[config.mk]
export PLATFORM = sky130hd
export DESIGN_NAME = blcc_ctrl
export DESIGN_NICKNAME = d
export VERILOG_FILES = /design/src/blcc_pkg.sv /design/src/blcc_colour_if.sv /design/src/blcc_colour.sv /design/src/blcc_ctrl.sv
export SDC_FILE = /design/constraint.sdc
export NUM_CORES = 1
export LEC_CHECK = 0
export ABC_AREA = 1
export ABC_CLOCK_PERIOD_IN_PS = 7400
export BUFFER_PORTS_ARGS = -buffer_cell sky130_fd_sc_hd__buf_4
export CAP_MARGIN = 0
export CORE_MARGIN = 2
export CORE_UTILIZATION = 55
export DETAILED_ROUTE_END_ITERATION = 10
export GPL_ROUTABILITY_DRIVEN = 0
export PLACE_DENSITY = 0.74
export RECOVER_POWER = 50
export SLEW_MARGIN = 0
export SYNTH_ARGS = -nofsm -noshare
export SYNTH_HDL_FRONTEND = slang
export SYNTH_HIERARCHICAL = 1
export SYNTH_SLANG_ARGS = --single-unit
[constraint.sdc]
create_clock -name mclk_in -period 7.4 [get_ports mclk_in]
set_clock_uncertainty 0.1 [all_clocks]
set_input_delay 0.74 -clock mclk_in [delete_from_list [all_inputs] [get_ports mclk_in]]
set_output_delay 0.74 -clock mclk_in [all_outputs]
set_load 0.03 [all_outputs]
[src/blcc_pkg.sv]
// shared constants for black level calibration control
package blcc_pkg;

  localparam int NUM_COLOURS = 4;
  localparam int GAIN_W      = 8;
  localparam int LEVEL_W     = 10;
  localparam int THR_W       = 8;
  localparam int OFS_W       = 9;
  localparam int ADDR_W      = 8;
  localparam int DATA_W      = 16;

  localparam logic [ADDR_W-1:0] BTC_ADDR = 8'h5F;
  localparam logic [ADDR_W-1:0] BCC_ADDR = 8'h62;

  localparam logic [DATA_W-1:0] BTC_RESET = 16'h0500;
  localparam logic [DATA_W-1:0] BTC_WMASK = 16'hFFBF;
  localparam logic [DATA_W-1:0] BCC_RESET = 16'h07F8;
  localparam logic [DATA_W-1:0] BCC_WMASK = 16'hEFFF;

  localparam int BTC_INDEP_BIT = 15;
  localparam int BTC_HI_MSB    = 14;
  localparam int BTC_HI_LSB    = 8;
  localparam int BTC_OVR_BIT   = 7;
  localparam int BTC_LO_MSB    = 5;
  localparam int BTC_LO_LSB    = 0;

  localparam int BCC_SWEEP_DIS_BIT = 15;
  localparam int BCC_RESTART_BIT   = 12;
  localparam int BCC_KEEP_BIT      = 11;
  localparam int BCC_APPLY_MSB     = 2;
  localparam int BCC_APPLY_LSB     = 1;
  localparam int BCC_MANUAL_BIT    = 0;

  localparam logic [THR_W-1:0]   HI_MARGIN     = 8'h05;
  localparam logic [THR_W-1:0]   JUMP_MARGIN   = 8'h02;
  localparam logic [LEVEL_W-1:0] MID_MARGIN    = 10'h004;
  localparam logic [LEVEL_W-1:0] BAND_LOW_TOP  = 10'h040;
  localparam logic [LEVEL_W-1:0] BAND_MID_TOP  = 10'h077;
  localparam logic [THR_W-1:0]   HI_CEILING    = 8'h7B;
  localparam int                 GAIN_DIV_SH   = 2;
  localparam logic [8:0]         DARK_PIXELS   = 9'h100;
  localparam int                 AVG_SHIFT     = 8;

endpackage : blcc_pkg

[src/blcc_colour_if.sv]
// carrier between the control block and one colour channel
`timescale 1ns/1ps
interface blcc_colour_if;
  logic [blcc_pkg::LEVEL_W-1:0]      pix;
  logic                              pix_valid;
  logic                              frame_done;
  logic                              restart;
  logic                              sweep;
  logic [blcc_pkg::THR_W-1:0]        lo;
  logic [blcc_pkg::THR_W-1:0]        hi;
  logic                              jump;
  logic [blcc_pkg::LEVEL_W-1:0]      jump_level;
  logic [blcc_pkg::LEVEL_W-1:0]      level;
  logic signed [blcc_pkg::OFS_W-1:0] offset;

  modport ctrl (output pix, pix_valid, frame_done, restart, sweep, lo, hi,
                input  jump, jump_level, level, offset);
  modport colour (input  pix, pix_valid, frame_done, restart, sweep, lo, hi,
                  output jump, jump_level, level, offset);
endinterface : blcc_colour_if

[src/blcc_colour.sv]
// per-colour dark average, filter and offset stepping
`timescale 1ns/1ps
module blcc_colour #(
  parameter int FILT_SHIFT = 3
) (
  input  wire logic     mclk_in,
  input  wire logic     resetn_in,
  blcc_colour_if.colour bus
);
  localparam int LW    = blcc_pkg::LEVEL_W;
  localparam int FW    = LW + FILT_SHIFT;
  localparam int SUM_W = LW + blcc_pkg::AVG_SHIFT;
  localparam int OW    = blcc_pkg::OFS_W;

  logic [SUM_W-1:0]    sum_reg;
  logic [8:0]          count_reg;
  logic [FW-1:0]       filt_reg;
  logic [FW-1:0]       filt_next;
  logic [LW-1:0]       avg;
  logic [LW-1:0]       level_old;
  logic [LW-1:0]       level_new;
  logic [LW-1:0]       lo_w;
  logic [LW-1:0]       hi_w;
  logic signed [OW-1:0] offset_reg;
  logic signed [OW-1:0] offset_next;
  logic signed [11:0]  sweep_sum;
  logic                jump_reg;
  logic [LW-1:0]       jump_level_reg;

  function automatic logic signed [OW-1:0] sat(input logic signed [11:0] v);
    if (v > 12'sh0FF) begin
      return 9'sh0FF;
    end else if (v < -12'sh100) begin
      return -9'sh100;
    end
    return v[OW-1:0];
  endfunction : sat

  always_comb begin
    avg       = sum_reg[SUM_W-1:blcc_pkg::AVG_SHIFT];
    lo_w      = {2'h0, bus.lo};
    hi_w      = {2'h0, bus.hi};
    level_old = filt_reg[FW-1:FILT_SHIFT];
    if (bus.restart) begin
      filt_next = {avg, {FILT_SHIFT{1'b0}}};
    end else begin
      filt_next = filt_reg + FW'(avg) - (filt_reg >> FILT_SHIFT);
    end
    level_new = filt_next[FW-1:FILT_SHIFT];
    sweep_sum = 12'(offset_reg) + $signed({4'h0, bus.lo}) / 12'sd2
              + $signed({4'h0, bus.hi}) / 12'sd2 - $signed({2'h0, avg});
    offset_next = offset_reg;
    if (bus.sweep) begin
      offset_next = sat(sweep_sum);
    end else if (level_new < lo_w) begin
      offset_next = sat(12'(offset_reg) + 12'sd1);
    end else if (level_new > hi_w) begin
      offset_next = sat(12'(offset_reg) - 12'sd1);
    end
  end

  // dark pixel accumulation, 256 pixels per frame
  always_ff @(posedge mclk_in or negedge resetn_in) begin
    if (!resetn_in) begin
      sum_reg   <= '0;
      count_reg <= '0;
    end else if (bus.frame_done) begin
      sum_reg   <= '0;
      count_reg <= '0;
    end else if (bus.pix_valid && count_reg < blcc_pkg::DARK_PIXELS) begin
      sum_reg   <= sum_reg + SUM_W'(bus.pix);
      count_reg <= count_reg + 9'h001;
    end
  end

  always_ff @(posedge mclk_in or negedge resetn_in) begin
    if (!resetn_in) begin
      filt_reg   <= '0;
      offset_reg <= '0;
    end else if (bus.frame_done) begin
      filt_reg   <= filt_next;
      offset_reg <= offset_next;
    end
  end

  // upward jump from below the lower to above the upper threshold
  always_ff @(posedge mclk_in or negedge resetn_in) begin
    if (!resetn_in) begin
      jump_reg       <= 1'b0;
      jump_level_reg <= '0;
    end else begin
      jump_reg <= bus.frame_done && !bus.restart && level_old < lo_w && level_new > hi_w;
      if (bus.frame_done) begin
        jump_level_reg <= level_new;
      end
    end
  end

  assign bus.jump       = jump_reg;
  assign bus.jump_level = jump_level_reg;
  assign bus.level      = level_old;
  assign bus.offset     = offset_reg;
endmodule : blcc_colour

[src/blcc_ctrl.sv]
// black level calibration thresholds, control registers and correction select
// How it works
// - gain-independent: programmed lower, upper reloaded per restart
// - gain-dependent: both thresholds derived automatically
// - upper field is max level, default lower+5
// - override bit forces programmed fields, no adjust
// - lower field is minimum level in codes
// - auto lower: maxgain/4 times bit6+1, bit7+1
// - jump under 64: lower+2+twice excess
// - jump 64 to 119: new level plus 4
// - jump above 119: upper becomes 123
// - restart restores upper unless keep bit set
// - sweep-disable bit suppresses rapid sweep
// - restart bit starts average and sweep, self-clears
// - keep bit stops upper reset after sweep
// - apply field: adc only, always, or off
// - manual bit selects programmed correction values
// - offset steps up below lower, down above upper
// - average 256 dark pixels, filter over frames
// - setting changes restart the filtered average
// - manual values replace per-frame computed values
`timescale 1ns/1ps
module blcc_ctrl #(
  parameter int FILT_SHIFT = 3
) (
  input  wire logic                                                    mclk_in,
  input  wire logic                                                    resetn_in,
  input  wire logic [blcc_pkg::ADDR_W-1:0]                             reg_addr_in,
  input  wire logic [blcc_pkg::DATA_W-1:0]                             reg_wdata_in,
  input  wire logic                                                    reg_wr_in,
  output logic      [blcc_pkg::DATA_W-1:0]                             reg_rdata_out,
  input  wire logic [blcc_pkg::NUM_COLOURS-1:0][blcc_pkg::GAIN_W-1:0]  gain_in,
  input  wire logic                                                    settings_change_in,
  input  wire logic                                                    recalc_in,
  input  wire logic                                                    dark_valid_in,
  input  wire logic [1:0]                                              dark_colour_in,
  input  wire logic [blcc_pkg::LEVEL_W-1:0]                            dark_pixel_in,
  input  wire logic                                                    frame_done_in,
  input  wire logic                                                    adc_active_in,
  input  wire logic [blcc_pkg::NUM_COLOURS-1:0][blcc_pkg::OFS_W-1:0]   manual_value_in,
  output logic      [blcc_pkg::NUM_COLOURS-1:0][blcc_pkg::OFS_W-1:0]   offset_out,
  output logic      [blcc_pkg::NUM_COLOURS-1:0][blcc_pkg::LEVEL_W-1:0] black_level_out,
  output logic                                                         correction_on_out,
  output logic      [blcc_pkg::THR_W-1:0]                              lower_black_threshold_out,
  output logic      [blcc_pkg::THR_W-1:0]                              upper_black_threshold_out,
  output logic                                                         restart_pending_out,
  output logic                                                         sweep_active_out
);
  localparam int NC = blcc_pkg::NUM_COLOURS;
  localparam int TW = blcc_pkg::THR_W;
  localparam int LW = blcc_pkg::LEVEL_W;

  logic [blcc_pkg::DATA_W-1:0] btc_reg;
  logic [blcc_pkg::DATA_W-1:0] bcc_reg;
  logic [blcc_pkg::DATA_W-1:0] rdata_reg;
  logic [TW-1:0]               hi_auto_reg;
  logic [TW-1:0]               hi_auto_next;
  logic                        init_done_reg;
  logic                        restart_pend_reg;
  logic                        correction_on_reg;
  logic [NC-1:0][blcc_pkg::OFS_W-1:0] offset_reg;

  logic          wr_btc;
  logic          wr_bcc;
  logic          restart_req;
  logic          restart_event;
  logic          restart_now;
  logic          indep;
  logic          ovr;
  logic          keep;
  logic          sweep_dis;
  logic          manual;
  logic [1:0]    apply;
  logic [blcc_pkg::GAIN_W-1:0] gmax;
  logic [9:0]    lo_auto_w;
  logic [TW-1:0] lo_auto;
  logic [TW-1:0] lo_sel;
  logic [TW-1:0] hi_sel;
  logic [TW-1:0] hi_field;
  logic [TW:0]   hi_restore_w;
  logic [TW-1:0] hi_restore;
  logic [TW-1:0] hi_band;
  logic [LW+1:0] band_low_w;
  logic          jump_any;
  logic [LW-1:0] jump_lvl;
  logic          corr_enable;

  logic [NC-1:0]                            col_jump;
  logic [NC-1:0][LW-1:0]                    col_jump_level;
  logic [NC-1:0][LW-1:0]                    col_level;
  logic [NC-1:0][blcc_pkg::OFS_W-1:0]       col_offset;

  blcc_colour_if cif[NC] ();

  assign wr_btc        = reg_wr_in && reg_addr_in == blcc_pkg::BTC_ADDR;
  assign wr_bcc        = reg_wr_in && reg_addr_in == blcc_pkg::BCC_ADDR;
  assign restart_req   = wr_bcc && reg_wdata_in[blcc_pkg::BCC_RESTART_BIT];
  assign restart_event = restart_req || settings_change_in || recalc_in;
  assign restart_now   = restart_pend_reg || restart_event;

  assign indep     = btc_reg[blcc_pkg::BTC_INDEP_BIT];
  assign ovr       = btc_reg[blcc_pkg::BTC_OVR_BIT];
  assign hi_field  = {1'b0, btc_reg[blcc_pkg::BTC_HI_MSB:blcc_pkg::BTC_HI_LSB]};
  assign keep      = bcc_reg[blcc_pkg::BCC_KEEP_BIT];
  assign sweep_dis = bcc_reg[blcc_pkg::BCC_SWEEP_DIS_BIT];
  assign manual    = bcc_reg[blcc_pkg::BCC_MANUAL_BIT];
  assign apply     = bcc_reg[blcc_pkg::BCC_APPLY_MSB:blcc_pkg::BCC_APPLY_LSB];

  // control registers; write masks clear BTC bit 6 and BCC restart bit 12, all other bits are stored as written
  always_ff @(posedge mclk_in or negedge resetn_in) begin
    if (!resetn_in) begin
      btc_reg <= blcc_pkg::BTC_RESET;
    end else if (wr_btc) begin
      btc_reg <= reg_wdata_in & blcc_pkg::BTC_WMASK;
    end
  end

  always_ff @(posedge mclk_in or negedge resetn_in) begin
    if (!resetn_in) begin
      bcc_reg <= blcc_pkg::BCC_RESET;
    end else if (wr_bcc) begin
      bcc_reg <= reg_wdata_in & blcc_pkg::BCC_WMASK;
    end
  end

  // read data one cycle after the address
  always_ff @(posedge mclk_in or negedge resetn_in) begin
    if (!resetn_in) begin
      rdata_reg <= '0;
    end else if (reg_addr_in == blcc_pkg::BTC_ADDR) begin
      rdata_reg <= btc_reg;
    end else if (reg_addr_in == blcc_pkg::BCC_ADDR) begin
      rdata_reg <= bcc_reg;
    end else begin
      rdata_reg <= '0;
    end
  end

  // largest colour gain setting and derived lower threshold
  always_comb begin
    gmax = gain_in[0];
    for (int i = 1; i < NC; i++) begin
      if (gain_in[i] > gmax) begin
        gmax = gain_in[i];
      end
    end
    lo_auto_w = 10'(gmax[blcc_pkg::GAIN_W-1:blcc_pkg::GAIN_DIV_SH])
              << (2'(gmax[6]) + 2'(gmax[7]));
    lo_auto   = lo_auto_w[TW-1:0];
    if (ovr || indep) begin
      lo_sel = {2'h0, btc_reg[blcc_pkg::BTC_LO_MSB:blcc_pkg::BTC_LO_LSB]};
    end else begin
      lo_sel = lo_auto;
    end
  end

  // upper threshold after a restart and after a jump
  always_comb begin
    hi_restore_w = {1'b0, lo_sel} + {1'b0, blcc_pkg::HI_MARGIN};
    if (ovr || indep) begin
      hi_restore = hi_field;
    end else if (hi_restore_w[TW]) begin
      hi_restore = '1;
    end else begin
      hi_restore = hi_restore_w[TW-1:0];
    end
    jump_any = 1'b0;
    jump_lvl = '0;
    for (int i = NC - 1; i >= 0; i--) begin
      if (col_jump[i]) begin
        jump_any = 1'b1;
        jump_lvl = col_jump_level[i];
      end
    end
    band_low_w = {jump_lvl, 1'b0} + (LW+2)'(blcc_pkg::JUMP_MARGIN) - (LW+2)'(lo_sel);
    if (jump_lvl < blcc_pkg::BAND_LOW_TOP) begin
      hi_band = band_low_w[TW-1:0];
    end else if (jump_lvl <= blcc_pkg::BAND_MID_TOP) begin
      hi_band = TW'(jump_lvl + blcc_pkg::MID_MARGIN);
    end else begin
      hi_band = blcc_pkg::HI_CEILING;
    end
    hi_auto_next = hi_auto_reg;
    if (!init_done_reg || (restart_event && !keep)) begin
      hi_auto_next = hi_restore;
    end else if (jump_any && !ovr) begin
      hi_auto_next = hi_band;
    end
    if (ovr) begin
      hi_sel = hi_field;
    end else begin
      hi_sel = hi_auto_reg;
    end
  end

  always_ff @(posedge mclk_in or negedge resetn_in) begin
    if (!resetn_in) begin
      hi_auto_reg   <= blcc_pkg::HI_MARGIN;
      init_done_reg <= 1'b0;
    end else begin
      hi_auto_reg   <= hi_auto_next;
      init_done_reg <= 1'b1;
    end
  end

  // restart pending until the next dark-row frame end; a new request wins
  always_ff @(posedge mclk_in or negedge resetn_in) begin
    if (!resetn_in) begin
      restart_pend_reg <= 1'b0;
    end else if (restart_event) begin
      restart_pend_reg <= 1'b1;
    end else if (frame_done_in) begin
      restart_pend_reg <= 1'b0;
    end
  end

  genvar g;
  generate
    for (g = 0; g < NC; g++) begin : gen_colour
      assign cif[g].pix        = dark_pixel_in;
      assign cif[g].pix_valid  = dark_valid_in && dark_colour_in == 2'(g);
      assign cif[g].frame_done = frame_done_in;
      assign cif[g].restart    = restart_now;
      assign cif[g].sweep      = restart_now && !sweep_dis;
      assign cif[g].lo         = lo_sel;
      assign cif[g].hi         = hi_sel;
      assign col_jump[g]       = cif[g].jump;
      assign col_jump_level[g] = cif[g].jump_level;
      assign col_level[g]      = cif[g].level;
      assign col_offset[g]     = cif[g].offset;

      blcc_colour #(
        .FILT_SHIFT (FILT_SHIFT)
      ) u_colour (
        .mclk_in   (mclk_in),
        .resetn_in (resetn_in),
        .bus       (cif[g].colour)
      );
    end
  endgenerate

  assign corr_enable = !apply[0] && (apply[1] || adc_active_in);

  // correction value per colour, zero when disabled
  always_ff @(posedge mclk_in or negedge resetn_in) begin
    if (!resetn_in) begin
      offset_reg        <= '0;
      correction_on_reg <= 1'b0;
    end else begin
      correction_on_reg <= corr_enable;
      for (int i = 0; i < NC; i++) begin
        if (!corr_enable) begin
          offset_reg[i] <= '0;
        end else if (manual) begin
          offset_reg[i] <= manual_value_in[i];
        end else begin
          offset_reg[i] <= col_offset[i];
        end
      end
    end
  end

  assign reg_rdata_out             = rdata_reg;
  assign offset_out                = offset_reg;
  assign black_level_out           = col_level;
  assign correction_on_out         = correction_on_reg;
  assign lower_black_threshold_out = lo_sel;
  assign upper_black_threshold_out = hi_sel;
  assign restart_pending_out       = restart_pend_reg;
  assign sweep_active_out          = restart_pend_reg && !sweep_dis;
endmodule : blcc_ctrl

======== Word level (Yosys, flattened, before mapping) ========
Cells that the tools add are included.
word-level totals
  word-level logic and storage cells ...... 326
  flip-flop bits (word level) ............. 333
  input port bits ......................... 112
  output and inout port bits .............. 111
cells by class
  equality and inequality tests ........... 5
  magnitude comparators ................... 45
  $add $sub $neg .......................... 41
  muxes and demuxes ....................... 147
  shift operators ......................... 1
  reduce and logical (&&, ||, !) cells .... 52
operators with widths
  operator                count
  $mux W9                 64
  $gt A12 B9 Y1 const B   12
  $lt A12 B9 Y1 const B   12
  $mux W18                8
  $mux W8                 11
  $lt A10 B8 Y1           8
  $add A18 B10 Y18        4
  $mux W1                 54
  $add A13 B10 Y13        4
  $mux W13                4
  $sub A13 B10 Y13        4
  $add A12 B8 Y12         4
  $sub A12 B11 Y12        4
  $add A9 B2 Y10 const B  4
  $add A9 B8 Y10          4
  $gt A10 B8 Y1           4
  $mux W10                4
  $sub A9 B2 Y10 const B  4
  $add A9 B1 Y9 const B   4
  $lt A9 B9 Y1 const B    4
  $mux W16                2
  $logic_and A1 B1 Y1     25
  $gt A8 B8 Y1            3
  $eq A8 B7 Y1 const B    2
  16 further kinds        38

======== Longest topological paths before layout ========
  depth after elaboration ................. 18
  mapped depth ............................ 64
  gate-level depth less buffers ........... 62

======== Cells and area by module ========
The synthesis kept the hierarchy.
modules (own cells, without submodules)
  module                                 cells each  area an instance (um2)  instances  sequential area each (um2)
  blcc_ctrl                              880         6183.4                  1          2342.2
  blcc_colour at gen_colour[0].u_colour  844         5880.6                  1          1251.2
  blcc_colour at gen_colour[1].u_colour  830         5880.6                  1          1251.2
  blcc_colour at gen_colour[3].u_colour  829         5825.6                  1          1251.2
  blcc_colour at gen_colour[2].u_colour  812         5783.0                  1          1251.2

======== Least setup slack after synthesis ========
Ideal clock, no wire load.
  path kind ............................... input port to flip-flop
  start ................................... in gain_in[7] in the netlist's numbering
  end ..................................... reg gen_colour[2].u_colour.offset_reg[1]
  required time ........................... 7.184 ns
  slack ................................... -2.068 ns
  arrival time ............................ 9.251 ns
  stages on the path ...................... 50
  library setup time ...................... 0.116 ns
  buffers on the path ..................... 2
  cells stage by stage .................... inv_1 > ha_1 > a21o_1 > nor2_1 > nand2_2 > nand2_4 > clkbuf_1 > nand2_1 > o21ai_0 > ha_1 > a21oi_1 > nor2_1 > a211oi_1 > nand2_2 > nand2_4 > clkbuf_1 > o21a_1 > inv_1 > (+14 left out) > fa_1 > inv_1 > fa_1 > fa_1 > nand3b_1 > nand2_1 > nand3_1 > nand2_1 > nand2_1 > nand2_1 > xor2_2 > inv_1 > nand2_1 > nand2_2 > nor2_1 > nor2_1 > nand2_1 > nand2_1
on the way
  cells in the longest elaborated chain, start to end .. 18
ends and longest elaborated chain
  item                                     RTL line           text
  start: declaration                       blcc_ctrl.sv:32    input wire logic [blcc_pkg::NUM_COLOURS-1:0][blcc_pkg::GAIN_W-1:0] gain_in,
  $gt A8 B8 Y1                             blcc_ctrl.sv:143   if (gain_in[i] > gmax) begin
  $mux W8 *                                blcc_ctrl.sv:143
  $gt A8 B8 Y1                             blcc_ctrl.sv:143
  $mux W8 *                                blcc_ctrl.sv:143
  $gt A8 B8 Y1                             blcc_ctrl.sv:143
  $mux W8 *                                blcc_ctrl.sv:143
  $add A1 B1 Y2                            blcc_ctrl.sv:148   << (2'(gmax[6]) + 2'(gmax[7]));
  $shl A6 B2 Y8 *                          blcc_ctrl.sv:147   lo_auto_w = 10'(gmax[blcc_pkg::GAIN_W-1:blcc_pkg::GAIN_DIV_SH])
  (+1 left out)                            -
  via lower_black_threshold_out (one bit)  blcc_ctrl.sv:44    output logic [blcc_pkg::THR_W-1:0] lower_black_threshold_out,
  (+1 left out)                            -
  $add A12 B8 Y12                          blcc_colour.sv:51  + $signed({4'h0, bus.hi}) / 12'sd2 - $signed({2'h0, avg});
  $sub A12 B11 Y12                         blcc_colour.sv:51
  $lt A12 B9 Y1                            blcc_colour.sv:33  end else if (v < -12'sh100) begin
  $mux W1                                  blcc_colour.sv:33
  $mux W1                                  blcc_colour.sv:31  if (v > 12'sh0FF) begin
  $mux W1                                  blcc_colour.sv:53  if (bus.sweep) begin
  $mux W9                                  blcc_colour.sv:36  return v[OW-1:0];
  $mux W9                                  blcc_colour.sv:53
  end signal: assignment                   blcc_colour.sv:82  offset_reg <= offset_next;
  end: declaration                         blcc_colour.sv:24  logic signed [OW-1:0] offset_reg;
Mark *: on every way through the listed nets, which the timed path passes. The rest lies on a longest branch. The select of a mux whose other input is x is not followed.
A chain may end at the register's enable or synchronous reset.

======== Final worst setup path ========
  start ................................... in gain_in[1] in the netlist's numbering
  end ..................................... reg gen_colour[1].u_colour.offset_reg[7]
on the way
  cells in the longest elaborated chain, start to end .. 18
ends and longest elaborated chain
  item                    RTL line
  $gt A8 B8 Y1            blcc_ctrl.sv:143
  $mux W8 *               blcc_ctrl.sv:143
  $gt A8 B8 Y1            blcc_ctrl.sv:143
  $mux W8 *               blcc_ctrl.sv:143
  $gt A8 B8 Y1            blcc_ctrl.sv:143
  $mux W8 *               blcc_ctrl.sv:143
  $add A1 B1 Y2           blcc_ctrl.sv:148
  $shl A6 B2 Y8 *         blcc_ctrl.sv:147
  (+2 left out)           -
  $add A12 B8 Y12         blcc_colour.sv:51
  $sub A12 B11 Y12        blcc_colour.sv:51
  $lt A12 B9 Y1           blcc_colour.sv:33
  $mux W1                 blcc_colour.sv:33
  $mux W1                 blcc_colour.sv:31
  $mux W1                 blcc_colour.sv:53
  $mux W9                 blcc_colour.sv:36
  $mux W9                 blcc_colour.sv:53
  end signal: assignment  blcc_colour.sv:82
  end: declaration        blcc_colour.sv:24
Every way passes the cells marked *; elsewhere a longest branch is shown, timed or not. The select of a mux whose other input is x is not followed.

==> results.yml <==
outcome:
  status: "complete, but fails checks"
  violations: "max-capacitance violations, max-slew violations, negative setup slack"
clocking:
  clk_pin_slew_ns: 0.06
  cts_tree: "yes"
  root_buffer: "clkbuf_16"
  clk_latency_ns: 0.57
  cts.htree.levels: 2
  cts.sinks: 293
  cts-buffers-inserted: 38
  holdBufCountCts: 0
  clock_path_buffers: 3
global_route:
  grt_pass1_vias: 26100
  track_usage: 0.296
  antenna_found_initial: 0
  overflow: 0
  grt_max_degree: 140
  grt_first_pass_wirelength_um: 134000
route:
  vias_per_cell: 5.38
  route.detailed.drc: 0
  antenna_left: 0
  wl_um: 84500
  vias: 28100
  firstDrtPassIters: 6
  wl_per_cell_um: 16.2
  drtIter0Drc: 2359
timing:
  slew_headroom: -2.12
  min_period_over_period: 1.04
  setup_ws_ns: -0.312
  finalSetupViolCount: 33
  fmax_mhz: 130
  timing_hold_violations_final: 0
  worstMarginPinSlew_ns: 4.69
  final-max-slew-violation-count: 337
  finalCriticalPeriod_ns: 7.71
  rsz0062_at_grt: "yes"
worst_setup_path:
  cp.required_ns: 7.75
  crit_slowest_cell: "fa_1"
  cp_max_fo: 8
  cp_top_family: "simple AND/OR/NAND/NOR gates"
  critPathMostFrequentCell: "nand2_1"
  path_buf_inv: 11
  critical-path-max-stage-delay_ns: 0.47
  crit_path_end_kind: "register"
  r2r_cells: 25
  crit_path_start_kind: "input port"
  cp.depth: 56
  crit_type: "in2reg"
  cp.arrival_ns: 8.06
floorplanning:
  coreArea_um2: 52900
  die_h_um: 236
  ios: 223
  rows: 84
  die_w_um: 236
  initial_core_util: 0.559
  die_area_um2: 55600
synthesis:
  synth_seq_cells: 293
  syn-cell-area_um2: 29600
  yosys_warnings: 6
  synth_async_sr_flop_share: 1.00
  synth_edf_count: 0
  synth.distinct_cells: 64
  syn_avg_cell_area_um2: 7.04
  synth_cells: 4195
  synth_fp_nets: 4722
  synth_ff_type: "dfrtp_1"
  seq_area_frac_synth: 0.249
placed_design:
  place_ws_ns: -0.925
  post-place-cells: 5109
  hpwl_um: 65000
  io_buffer_count: 222
pwr:
  ir_drop_v: 0.000487
  power.leakage_nw: 19.0
  pwr_density_cell_nw_per_um2: 546
finish:
  drive_gt1_frac: 0.175
  diodes: 0
  largest_register_ffs: 72
  synthToLayoutAreaGrowth_pct: 18.4
  final_util: 0.662
  final_cell_count_no_fill: 5218
  final_nets: 5030
worst_hold_path:
  hold_path_depth: 3
  hold_path.class: "in2reg"
run:
  drv_cap: 4
==> cells in the mapped netlist, drive strengths merged, types with 15 or more instances <==
cell type / count / area share
a21o: 15 / 0.0038
a21oi: 227 / 0.039
a22o: 21 / 0.0062
a31oi: 21 / 0.0044
buf: 100 / 0.025
clkbuf: 49 / 0.0062
dfrtp: 281 / 0.24
fa: 101 / 0.068
ha: 314 / 0.13
inv: 743 / 0.094
nand2: 1095 / 0.15
nand3: 249 / 0.044
nand3b: 15 / 0.0039
nand4: 49 / 0.011
nor2: 331 / 0.046
nor3: 55 / 0.011
o21ai: 290 / 0.049
or2: 22 / 0.0047
xnor2: 23 / 0.0068
xor2: 58 / 0.017
==> repair_timing <==
action	in CTS	in global routing
gates cloned	2	0
buffers inserted	26	15
pin swaps	52	57
gates resized for setup	39	115
setup endpoints to repair	33	38
==> worst min-delay path: cells and delay by family <==
family	cells	cell delay [ns]
AOI/OAI and AO/OA	1	0.08
buffers and inverters	2	0.15
==> through the flow <==
step	instance area (um^2)	total power, mW	hold slack, ns	setup TNS, ns
finish	35000	19.1	0.312	-7.84
global route	35000	20.9	0.316	-20.22
CTS	34500	17.7	0.0909	-1.46
detailed placement	32700	15.3	0.361	-30.40
global placement	32700	15.1	0.350	-22.98
floorplan	30000	11.3	0.334	-20.44
==> cell usage in the layout (no fill, tap or decap), types with 23 or more instances in the layout <==
| master | instances |
|---|---|
| nor2_1 | 284 |
| o21ai_0 | 251 |
| ha_1 | 288 |
| xnor2_1 | 23 |
| nor3_1 | 46 |
| nand2_1 | 1010 |
| nor2_2 | 35 |
| o21ai_1 | 24 |
| clkbuf_16 | 38 |
| nand2_4 | 36 |
| inv_2 | 29 |
| inv_1 | 706 |
| buf_4 | 387 |
| a21oi_1 | 206 |
| xor2_1 | 53 |
| dfrtp_1 | 281 |
| nand2_2 | 50 |
| nand3_1 | 225 |
| nand4_1 | 47 |
| fa_1 | 95 |
==> where the power goes <==
group	internal (mW)	leakage, nW	switching, mW	total [mW]
logic	6.59	14.4	8.32	14.9
clock network	1.28	0.677	0.783	2.06
registers	1.84	3.91	0.291	2.13
==> cell type report <==
class,count,area [um^2]
Multi-Input combinational cell,2999,19300
Timing Repair Buffer,415,3190
Clock buffer,49,1080
Inverter,756,2880
Sequential cell,293,7350
Clock inverter,18,299
Tap cell,688,861
Fill cell,4605,17900
==> cell families after synthesis <==
| logic type | Yosys count | share of synthesized area |
|---|---|---|
| buffers and inverters | 905 | 0.127 |
| xor gates and xnor gates | 81 | 0.0243 |
| other | 1 | 0.000127 |
| AOI/OAI and AO/OA | 665 | 0.127 |
| adders and majority gates | 415 | 0.201 |
| DFF | 293 | 0.249 |
| and+or+nand+nor | 1835 | 0.271 |
==> routing by layer <==
layer	vias to the layer above	routed length, um	GRT usage
met1	12900	37500	0.405
li1	14000	-	-
met3	169	6640	0.0580
met2	989	37300	0.465
met4	0	3070	0.112
met5	-	0	0
==> worst paths after layout <==
path                                                                      start                                               end  slack [ns]
worst max register to register                           btc_reg[7]$_DFFE_PN0P_  gen_colour[2].u_colour/bus.offset[1]$_DFFE_PN0P_        2.02
max in group asynchronous                                             resetn_in     gen_colour[1].u_colour/sum_reg[6]$_DFFE_PN0P_        1.40
worst min-delay path                                            reg_wdata_in[3]                            bcc_reg[3]$_DFFE_PN1P_        0.31
min in group asynchronous                                             resetn_in                          offset_out[34]$_DFF_PN0_        1.74
worst min register to register  gen_colour[2].u_colour/count_reg[7]$_DFFE_PN0P_   gen_colour[2].u_colour/count_reg[7]$_DFFE_PN0P_        0.37
worst max-delay path                                                 gain_in[1]  gen_colour[1].u_colour/bus.offset[7]$_DFFE_PN0P_       -0.31
No activity file was read; power rests on OpenSTA's default activity.
